==> src/gpc_pkg.sv <==
package gpc_pkg;

   // ---------------------------------------------------------------
   // Register map
   // ---------------------------------------------------------------
   localparam logic [7:0] PIN2_CONFIG_ADDR         = 8'h13;
   localparam logic [7:0] CHIP_IDENTIFICATION_ADDR = 8'h14;

   // ---------------------------------------------------------------
   // Field positions
   // ---------------------------------------------------------------
   localparam int DIR_BIT    = 0;
   localparam int LEVEL_BIT  = 1;
   localparam int DRV_BIT    = 2;
   localparam int OUT_BIT    = 3;
   localparam int DBEN_BIT   = 4;
   localparam int ALT_BIT    = 5;
   localparam int CID_HI_BIT = 7;
   localparam int CID_HI_SRC = 4;

   // ---------------------------------------------------------------
   // Reset values
   // ---------------------------------------------------------------
   localparam logic RST_DIR  = 1'h1;
   localparam logic RST_DRV  = 1'h0;
   localparam logic RST_OUT  = 1'h0;
   localparam logic RST_DBEN = 1'h0;
   localparam logic RST_ALT  = 1'h0;

   // ---------------------------------------------------------------
   // Timing
   // ---------------------------------------------------------------
   localparam int CLK_PERIOD_NS   = 5;
   localparam int DEBOUNCE_MS     = 30;
   localparam int DEBOUNCE_CYCLES = DEBOUNCE_MS * 1000000 / CLK_PERIOD_NS;
   localparam int DB_CNT_W        = 23;

   typedef struct packed {
      logic alternate_function_select;
      logic input_debounce_enable;
      logic general_output_setting;
      logic driver_type;
      logic direction;
   } gpc_cfg_t;

   typedef struct packed {
      logic out;
      logic oe;
   } gpc_drive_t;

endpackage

==> src/gpc_debounce.sv <==
module gpc_debounce #(
   parameter int unsigned STABLE_CYCLES = gpc_pkg::DEBOUNCE_CYCLES
) (
   input  wire logic core_clk_i,
   input  wire logic reset_i,
   input  wire logic enable_i,
   input  wire logic level_i,
   output logic      level_o
);

   logic [gpc_pkg::DB_CNT_W-1:0] count;
   logic                         seen;
   wire                          differs = (level_i != level_o);
   wire                          expired = (count >= gpc_pkg::DB_CNT_W'(STABLE_CYCLES - 1));

   always_ff @(posedge core_clk_i or posedge reset_i) begin
      if (reset_i) begin
         count   <= '0;
         level_o <= 1'h0;
         seen    <= 1'h0;
      end else if (!enable_i || !seen) begin
         count   <= '0;
         level_o <= level_i;
         seen    <= 1'h1;
      end else if (!differs) begin
         count   <= '0;
      end else if (expired) begin
         count   <= '0;
         level_o <= level_i;
      end else begin
         count   <= count + gpc_pkg::DB_CNT_W'(1);
      end
   end

   a_db_hold_level : assert property (@(posedge core_clk_i) disable iff (reset_i)
      enable_i && seen && $past(enable_i) && $past(seen) && !$past(expired)
      |-> level_o == $past(level_o))
      else $error("debounced level changed before stable time");

   a_db_accept : assert property (@(posedge core_clk_i) disable iff (reset_i)
      enable_i && seen && differs && expired |=> level_o == $past(level_i))
      else $error("stable level not accepted");

endmodule

==> src/gpc_pin2.sv <==
module gpc_pin2 #(
   parameter logic        ALT_RESET      = 1'h0,
   parameter logic [4:0]  CHIP_ID_CODE   = 5'h00, // Arbitrary value
   parameter int unsigned DEBOUNCE_TICKS = gpc_pkg::DEBOUNCE_CYCLES
) (
   input  wire logic       core_clk_i,
   input  wire logic       reset_i,
   input  wire logic [7:0] reg_addr_i,
   input  wire logic [7:0] reg_wdata_i,
   input  wire logic       reg_write_i,
   input  wire logic       reg_read_i,
   output logic [7:0]      reg_rdata_o,
   input  wire logic       pin_i,
   output logic            pin_o,
   output logic            pin_oe_o,
   output logic            low_power_bias_o
);

   // ---------------------------------------------------------------
   // Configuration register
   // ---------------------------------------------------------------
   gpc_pkg::gpc_cfg_t cfg;
   gpc_pkg::gpc_drive_t next_drive;
   logic              input_level;

   wire sel_cfg = (reg_addr_i == gpc_pkg::PIN2_CONFIG_ADDR);
   wire sel_cid = (reg_addr_i == gpc_pkg::CHIP_IDENTIFICATION_ADDR);
   wire wr_cfg  = reg_write_i && sel_cfg;

   always_ff @(posedge core_clk_i or posedge reset_i) begin
      if (reset_i) begin
         cfg.alternate_function_select <= ALT_RESET;
         cfg.input_debounce_enable     <= gpc_pkg::RST_DBEN;
         cfg.general_output_setting    <= gpc_pkg::RST_OUT;
         cfg.driver_type               <= gpc_pkg::RST_DRV;
         cfg.direction                 <= gpc_pkg::RST_DIR;
      end else if (wr_cfg) begin
         cfg.alternate_function_select <= reg_wdata_i[gpc_pkg::ALT_BIT];
         cfg.input_debounce_enable     <= reg_wdata_i[gpc_pkg::DBEN_BIT];
         cfg.general_output_setting    <= reg_wdata_i[gpc_pkg::OUT_BIT];
         cfg.driver_type               <= reg_wdata_i[gpc_pkg::DRV_BIT];
         cfg.direction                 <= reg_wdata_i[gpc_pkg::DIR_BIT];
      end
   end

   // Alternate bit keeps its factory value until software writes it
   logic alt_eff;
   assign alt_eff = cfg.alternate_function_select;

   // ---------------------------------------------------------------
   // Pin drive
   // ---------------------------------------------------------------
   wire is_output = !cfg.direction;
   assign next_drive.out = 1'h0;
   assign next_drive.oe  = is_output &&
                           (!cfg.general_output_setting || cfg.driver_type);
   wire next_pin = is_output && cfg.general_output_setting && cfg.driver_type;

   always_ff @(posedge core_clk_i or posedge reset_i) begin
      if (reset_i) begin
         pin_o            <= 1'h0;
         pin_oe_o         <= 1'h0;
         low_power_bias_o <= 1'h0;
      end else begin
         pin_o            <= next_pin | next_drive.out;
         pin_oe_o         <= next_drive.oe;
         low_power_bias_o <= alt_eff;
      end
   end

   // ---------------------------------------------------------------
   // Input path
   // ---------------------------------------------------------------
   gpc_debounce #(
      .STABLE_CYCLES (DEBOUNCE_TICKS)
   ) u_debounce (
      .core_clk_i (core_clk_i),
      .reset_i    (reset_i),
      .enable_i   (cfg.input_debounce_enable),
      .level_i    (pin_i),
      .level_o    (input_level)
   );

   // ---------------------------------------------------------------
   // Read data
   // ---------------------------------------------------------------
   wire [7:0] cfg_rd = {2'h0, alt_eff, cfg.input_debounce_enable,
                        cfg.general_output_setting, cfg.driver_type,
                        input_level, cfg.direction};
   wire [7:0] cid_rd = {CHIP_ID_CODE[gpc_pkg::CID_HI_SRC], 3'h0,
                        CHIP_ID_CODE[3:0]};
   wire [7:0] next_rdata = sel_cfg ? cfg_rd : (sel_cid ? cid_rd : 8'h00);

   always_ff @(posedge core_clk_i or posedge reset_i) begin
      if (reset_i) begin
         reg_rdata_o <= 8'h00;
      end else if (reg_read_i) begin
         reg_rdata_o <= next_rdata;
      end
   end

   // ---------------------------------------------------------------
   // Checks
   // ---------------------------------------------------------------
   a_input_undriven : assert property (@(posedge core_clk_i) disable iff (reset_i)
      cfg.direction |=> !pin_oe_o)
      else $error("pin driven while input");

   a_output_low : assert property (@(posedge core_clk_i) disable iff (reset_i)
      !cfg.direction && !cfg.general_output_setting |=> pin_oe_o && !pin_o)
      else $error("output low not driven");

   a_high_drive : assert property (@(posedge core_clk_i) disable iff (reset_i)
      !cfg.direction && cfg.general_output_setting
      |=> pin_oe_o == $past(cfg.driver_type) && pin_o == $past(cfg.driver_type))
      else $error("output high drive wrong");

   a_cid_read : assert property (@(posedge core_clk_i) disable iff (reset_i)
      reg_read_i && sel_cid |=> reg_rdata_o == {CHIP_ID_CODE[4], 3'h0, CHIP_ID_CODE[3:0]})
      else $error("id read wrong");

   a_cfg_write : assert property (@(posedge core_clk_i) disable iff (reset_i)
      wr_cfg |=> cfg.direction == $past(reg_wdata_i[gpc_pkg::DIR_BIT])
                 && cfg.driver_type == $past(reg_wdata_i[gpc_pkg::DRV_BIT])
                 && cfg.general_output_setting == $past(reg_wdata_i[gpc_pkg::OUT_BIT])
                 && cfg.input_debounce_enable == $past(reg_wdata_i[gpc_pkg::DBEN_BIT]))
      else $error("config write lost");

   a_level_read : assert property (@(posedge core_clk_i) disable iff (reset_i)
      reg_read_i && sel_cfg |=> reg_rdata_o[1] == $past(input_level))
      else $error("level bit wrong");

   a_alt_follow : assert property (@(posedge core_clk_i) disable iff (reset_i)
      wr_cfg |=> ##1 low_power_bias_o == $past(reg_wdata_i[gpc_pkg::ALT_BIT], 2))
      else $error("bias select wrong");

   a_rsvd_zero : assert property (@(posedge core_clk_i) disable iff (reset_i)
      reg_read_i && sel_cfg |=> reg_rdata_o[7:6] == 2'h0 && reg_rdata_o[5] == $past(alt_eff))
      else $error("alt field read wrong");

   a_od_release : assert property (@(posedge core_clk_i) disable iff (reset_i)
      !cfg.direction && cfg.general_output_setting && !cfg.driver_type |=> !pin_oe_o)
      else $error("open-drain high not released");

   a_cfg_hold : assert property (@(posedge core_clk_i) disable iff (reset_i)
      !wr_cfg |=> $stable(cfg))
      else $error("config changed without write");

   a_bias_steady : assert property (@(posedge core_clk_i) disable iff (reset_i)
      !wr_cfg |=> ##1 $stable(low_power_bias_o))
      else $error("bias select moved without write");

   a_cfg_read : assert property (@(posedge core_clk_i) disable iff (reset_i)
      reg_read_i && sel_cfg |=> reg_rdata_o[gpc_pkg::DIR_BIT] == $past(cfg.direction)
         && reg_rdata_o[gpc_pkg::DRV_BIT] == $past(cfg.driver_type)
         && reg_rdata_o[gpc_pkg::OUT_BIT] == $past(cfg.general_output_setting)
         && reg_rdata_o[gpc_pkg::DBEN_BIT] == $past(cfg.input_debounce_enable))
      else $error("config read wrong");

   a_level_follow : assert property (@(posedge core_clk_i) disable iff (reset_i)
      !cfg.input_debounce_enable |=> input_level == $past(pin_i))
      else $error("input level lags pin");

   a_unmapped_read : assert property (@(posedge core_clk_i) disable iff (reset_i)
      reg_read_i && !sel_cfg && !sel_cid |=> reg_rdata_o == 8'h00)
      else $error("unmapped read not zero");

   a_rdata_hold : assert property (@(posedge core_clk_i) disable iff (reset_i)
      !reg_read_i |=> $stable(reg_rdata_o))
      else $error("read data moved without read");

endmodule

==> config.mk <==
export PLATFORM = sky130hd
export DESIGN_NAME = gpc_pin2
export DESIGN_NICKNAME = d
export VERILOG_FILES = /design/src/gpc_pkg.sv /design/src/gpc_debounce.sv /design/src/gpc_pin2.sv
export SDC_FILE = /design/constraint.sdc
export NUM_CORES = 1
export LEC_CHECK = 0
export BUFFER_PORTS_ARGS = -buffer_cell sky130_fd_sc_hd__clkbuf_2
export CAP_MARGIN = 10
export CORE_ASPECT_RATIO = 0.7
export CORE_UTILIZATION = 40
export DETAILED_ROUTE_END_ITERATION = 8
export GPL_TIMING_DRIVEN = 0
export MAX_ROUTING_LAYER = met4
export PLACE_DENSITY = 0.56
export SETUP_SLACK_MARGIN = 0.1
export SLEW_MARGIN = 20
export SYNTH_ARGS = -nofsm -noshare
export SYNTH_HDL_FRONTEND = slang
export SYNTH_SLANG_ARGS = --single-unit
==> constraint.sdc <==
create_clock -name core_clk_i -period 3.75 [get_ports core_clk_i]
set_clock_uncertainty 0.15 [all_clocks]
set_input_delay 0.375 -clock core_clk_i [delete_from_list [all_inputs] [get_ports core_clk_i]]
set_output_delay 0.375 -clock core_clk_i [all_outputs]
set_load 0.1 [all_outputs]
==> Yosys cells after proc, flatten, opt, wreduce, memory -nomap -nowiden <==
Cells that the tools add are included.
{ "totals": {"memories": 0, "register_bits": 41, "inputBits": 21, "mem_bits_ro": 0, "latchBits": 0, "out_inout_bits": 11, "ram_bits": 0, "wordCells": 36} }
{ "op_classes": {"n_mux": 7, "mul": 0, "n_eq_ne": 2, "n_reduce_logical": 13, "bitwise": 0, "n_div": 0, "addsub": 1, "n_lt_le_gt_ge": 1, "shift": 0} }
{ "ops": {"columns": ["cell", "n"], "rows": [
  ["23-bit 2-to-1 mux", 3],
  ["23-bit by 1-bit adder with 23-bit output (second input constant)", 1],
  ["23-bit greater-or-equal comparator (second input constant)", 1],
  ["8-bit by 5-bit == test with 1-bit output (second input constant)", 1],
  ["6-bit 2-to-1 mux", 1],
  ["1-bit logical AND", 4],
  ["1-bit logical NOT", 4],
  ["2-bit nonzero test", 2],
  ["1-bit 2-to-1 mux", 3],
  ["1-bit logical OR", 2],
  ["2-bit AND reduction", 1],
  ["1-bit != test", 1]
]} }

==> Depth between registers and ports, before layout <==
{ "depth": {"word_depth": 4, "ltp_mapped": 6, "mapped_depth_nobuf": 5} }

==> Cells and area by module <==
Synthesis repeated with hierarchy kept, for this count alone.
{ "unflattened": {"cells_unflattened": 186, "hier_area_um2": 1909.3} }
{ "modules_own_cells": {"columns": ["module", "seq_area_each_um2", "cells_per_inst", "area_per_inst_um2", "instances"], "rows": [
  ["gpc_debounce", 625.6, 135, 1325.0, 1],
  ["gpc_pin2", 351.6, 51, 584.3, 1]
]} }

==> Worst setup path before layout <==
OpenSTA, ideal clock, no wires.
{ "synth_path": {"path_kind": "register -> register", "from": "register u_debounce.count[11] (netlist bit)", "to": "register u_debounce.count[20] (netlist bit)", "slack_ns": 1.634, "n_path_buf": 2, "arrival_time_ns": 1.879, "stages_incl_launch_ff": 7, "required_ns": 3.513, "cell_sequence": "dfrtp_1 -> clkbuf_2 -> nand4_1 -> or4_1 -> buf_2 -> or4_1 -> a211oi_2"} }
{ "synth_between": {"elab_chain_cells": 4} }
{ "synth_rtl": {"columns": ["element", "line_no", "text"], "rows": [
  ["start: declaration", "gpc_debounce.sv:11", "logic [gpc_pkg::DB_CNT_W-1:0] count;"],
  ["start signal: assignment", "gpc_debounce.sv:31", "count <= count + gpc_pkg::DB_CNT_W'(1);"],
  ["23-bit by 1-bit adder with 23-bit output / 23-bit greater-or-equal comparator (equally long branches)", "gpc_debounce.sv:31, gpc_debounce.sv:14", null],
  ["23-bit 2-to-1 mux (*)", "gpc_debounce.sv:27", "end else if (expired) begin"],
  ["23-bit 2-to-1 mux (*)", "gpc_debounce.sv:25", "end else if (!differs) begin"],
  ["23-bit 2-to-1 mux (*)", "gpc_debounce.sv:21", "end else if (!enable_i || !seen) begin"]
]} }
Mark *: on every way between the ends. The rest lies on a longest branch, timed or not.
A chain may end at the register's enable or synchronous reset.

==> Final worst setup path <==
{ "layout_path": {"from": "register u_debounce.count[0] (netlist bit)", "to": "register u_debounce.count[4] (netlist bit)"} }
Same word-level chain as after synthesis.

==> results.toml <==
[outcome]
status = "finished clean"

[logic_synthesis]
ys_ff_latch = 39
postSynthCellCount = 192
yosys_warnings = 0
synth_area_leaders = "dfrtp_1 (48%), xnor2_1 (5.8%), nor3_1 (4.8%), mux2_2 (2.9%), nand4_1 (2.9%)"
synthArstFlopShare_pct = 100
synth.cell_area_um2 = 1970
synth.largest_area_cell = "dfrtp_1"
yosysTopAreaCellShare_pct = 48.3
synth_edf_count = 0
syn_area_per_cell_um2 = 10.3
seq_area_frac_synth_pct = 49.7
synthDistinctLibCells = 40
ys.flop_type = "dfrtp_1"

[cells_and_area]
syn_to_final_growth_pct = 17.2
nNetsFinal = 250
layout_commonest_cell = "dfrtp_1"
fin_cells = 295
num-fill-cells = 422
regArea_um2 = 977
final_cell_mix = "dfrtp_1 (38), clkbuf_2 (28), nor3_1 (19)"
drive_gt1_share_pct = 24.5
multiInputGateArea_um2 = 905
n_antenna_cell = 0

[clocking]
clock-root-buffer = "clkbuf_8"
clock_latency_ns = 0.29
ctsResizeCount = 0
tritoncts = "done"
clk_path_buf_depth = 2
cts.sinks = 39
clk_pin_slew_worst_paths_ns = 0.08
cts_max_level = 2
numCtsBuffers = 5

[timing]
rsz0062_at_grt = "false"
setup_viol = 0
timing.final.crit_share_pct = 70.5
relSlewSlack_pct = 61.0
maxClockFrequency_mhz = 379
period_needed_ns = 2.64
slew_violations = 0
final.setup.worst_slack_ns = 1.11
setup_tns_ns = 0
tightest_slew_ns = 0.585
finalHoldViolations = 0

[grt]
grt_usage_pct = 20.2
antenna_found_initial = 0
grt_max_degree = 23
grt_pass1_wl_um = 7580
grt_pass1_vias = 1521
globalRouteOverflowTotal = 0

[pwr]
power.density_nw_per_um2 = 334
power_leakage_uw = 0.000913
peakVddDrop_v = 0.000153

[critical_path]
crit_arrival_ns = 2.64
reg2reg_depth = 6
path_cells = "ha_1, a21oi_1, nor4_1, a21o_1, buf_1, nor3_1"
crit_required_ns = 3.75
cp-start-kind = "flop"
worstPathMaxFanout = 10
ff2ff_setup_slack_ns = 1.11
worstSetupPathType = "flop to flop"
r2r-end = "u_debounce.count[4]"
end_kind = "flop"
max_stage_delay_ns = 0.52
cp_slowest_cell = "nor4_1"
timing.rr.start = "u_debounce.count[0]"

[floorplan]
initial_core_util_pct = 43.5
core_area_um2 = 4530
die_w_um = 85.8
die_h_um = 60.7
rows = 20
io_pins = 32
fp.dieArea_um2 = 5210

[hold_path]
hold_path.class = "input pin to flop"
min_from = "reg_wdata_i[0]"
hold_depth = 2
min_to = "cfg[0]"

[placement]
gp_congestion = 0.879
dpl.cell_count = 286
port_buffers = 26
preCtsSetupSlack_ns = 1.13
hpwl_um = 3200

[route]
vias_per_cell = 5.52
first_iter_violations = 103
routed_wl_um = 4400
num_vias = 1627
antenna_left = 0
first_pass_iters = 6
drc = 0
wire_per_inst_um = 14.9

[flow_run]
cap_violations = 0
==> cells in the mapped netlist (all sizes together), types with 3 or more instances <==
master,number
nand2,10
a211oi,8
nor4,7
inv,10
clkbuf,5
nand4,9
mux2,5
a21oi,3
nor3,19
buf,6
nor2,4
or4,6
nand3,12
o31ai,5
a22o,6
xnor2,13
or3,3
and2,3
dfrtp,38
==> metal layers <==
layer  vias to the layer above  track usage, %  routed length, µm  share of wire, %
met5                         -               -                  0                 0
met3                         9            4.49                254               5.8
met2                        46            28.0               1850                42
met4                         0            5.95                 58               1.3
met1                       793            29.3               2250                51
li1                        779               -                  -                 -
==> cells by family after synthesis <==
family                     count (synthesis)  share of synthesized area, %
AOI/OAI and AO/OA                         30                          12.3
xor gates and xnor gates                  15                          6.68
adders and majority gates                  1                         0.636
buffers and inverters                     21                          4.58
DFF                                       39                          49.7
muxes                                      5                          2.86
other                                      2                         0.382
and+or+nand+nor                           79                          23.0
==> stage by stage <==
stage	cell area [µm²]	util [%]	power, µW	hold slack [ns]
final	2310	50.9	771	0.168
after global routing	2310	50.9	808	0.163
after CTS	2310	50.9	786	0.160
after detailed placement	2210	48.8	506	0.241
after global placement	2180	48.2	500	0.232
after floorplan	1970	-	482	0.220
==> state kept, by name, summed over array words and instances, names as in the netlist <==
signal,count
u_debounce.count,23
pin_oe_o,1
reg_rdata_o,6
cfg,4
low_power_bias_o,1
alt_eff,1
u_debounce.seen,1
u_debounce.level_o,1
pin_o,1
==> critical path, delay by kind of cell (launching register included) <==
family          cells  cell delay (ns)
buf+inv             1             0.49
fa+ha+maj           1             0.35
simple gates        2             0.65
compound gates      2             0.40
flops               1             0.47
==> timing repair <==
action	4_1_cts	5_1_grt
endpoints found under the hold margin	17	0
setup buffers	0	0
hold buffers	1	0
==> worst max path at each step <==
stage                         start                   end  slack (ns)
3_5_place_dp    u_debounce.count[0]   u_debounce.count[5]        1.13
4_1_cts         u_debounce.count[0]   u_debounce.count[4]        1.12
3_3_place_gp    u_debounce.count[0]   u_debounce.count[7]        1.24
6_report        u_debounce.count[0]   u_debounce.count[4]        1.11
2_1_floorplan  u_debounce.count[11]  u_debounce.count[20]        1.63
5_1_grt         u_debounce.count[0]   u_debounce.count[5]        0.79
==> power by group <==
part           switching [µW]  internal, µW  leakage [µW]
combinational            48.9          19.1      0.000334
sequential               3.76           426      0.000531
clock                     146           127     0.0000477
==> area by class of cell <==
cell class              instances  share of cell area [%]
well taps                      66                    3.58
repair buffers                 28                    7.27
clock buffers                   5                    2.98
flip-flops and latches         39                    42.4
multi-input cells             133                    39.2
inverters                      10                    1.63
clock inverters                 3                   0.651
plain buffers                  11                    2.28
(Power assumes the default switching activity.)
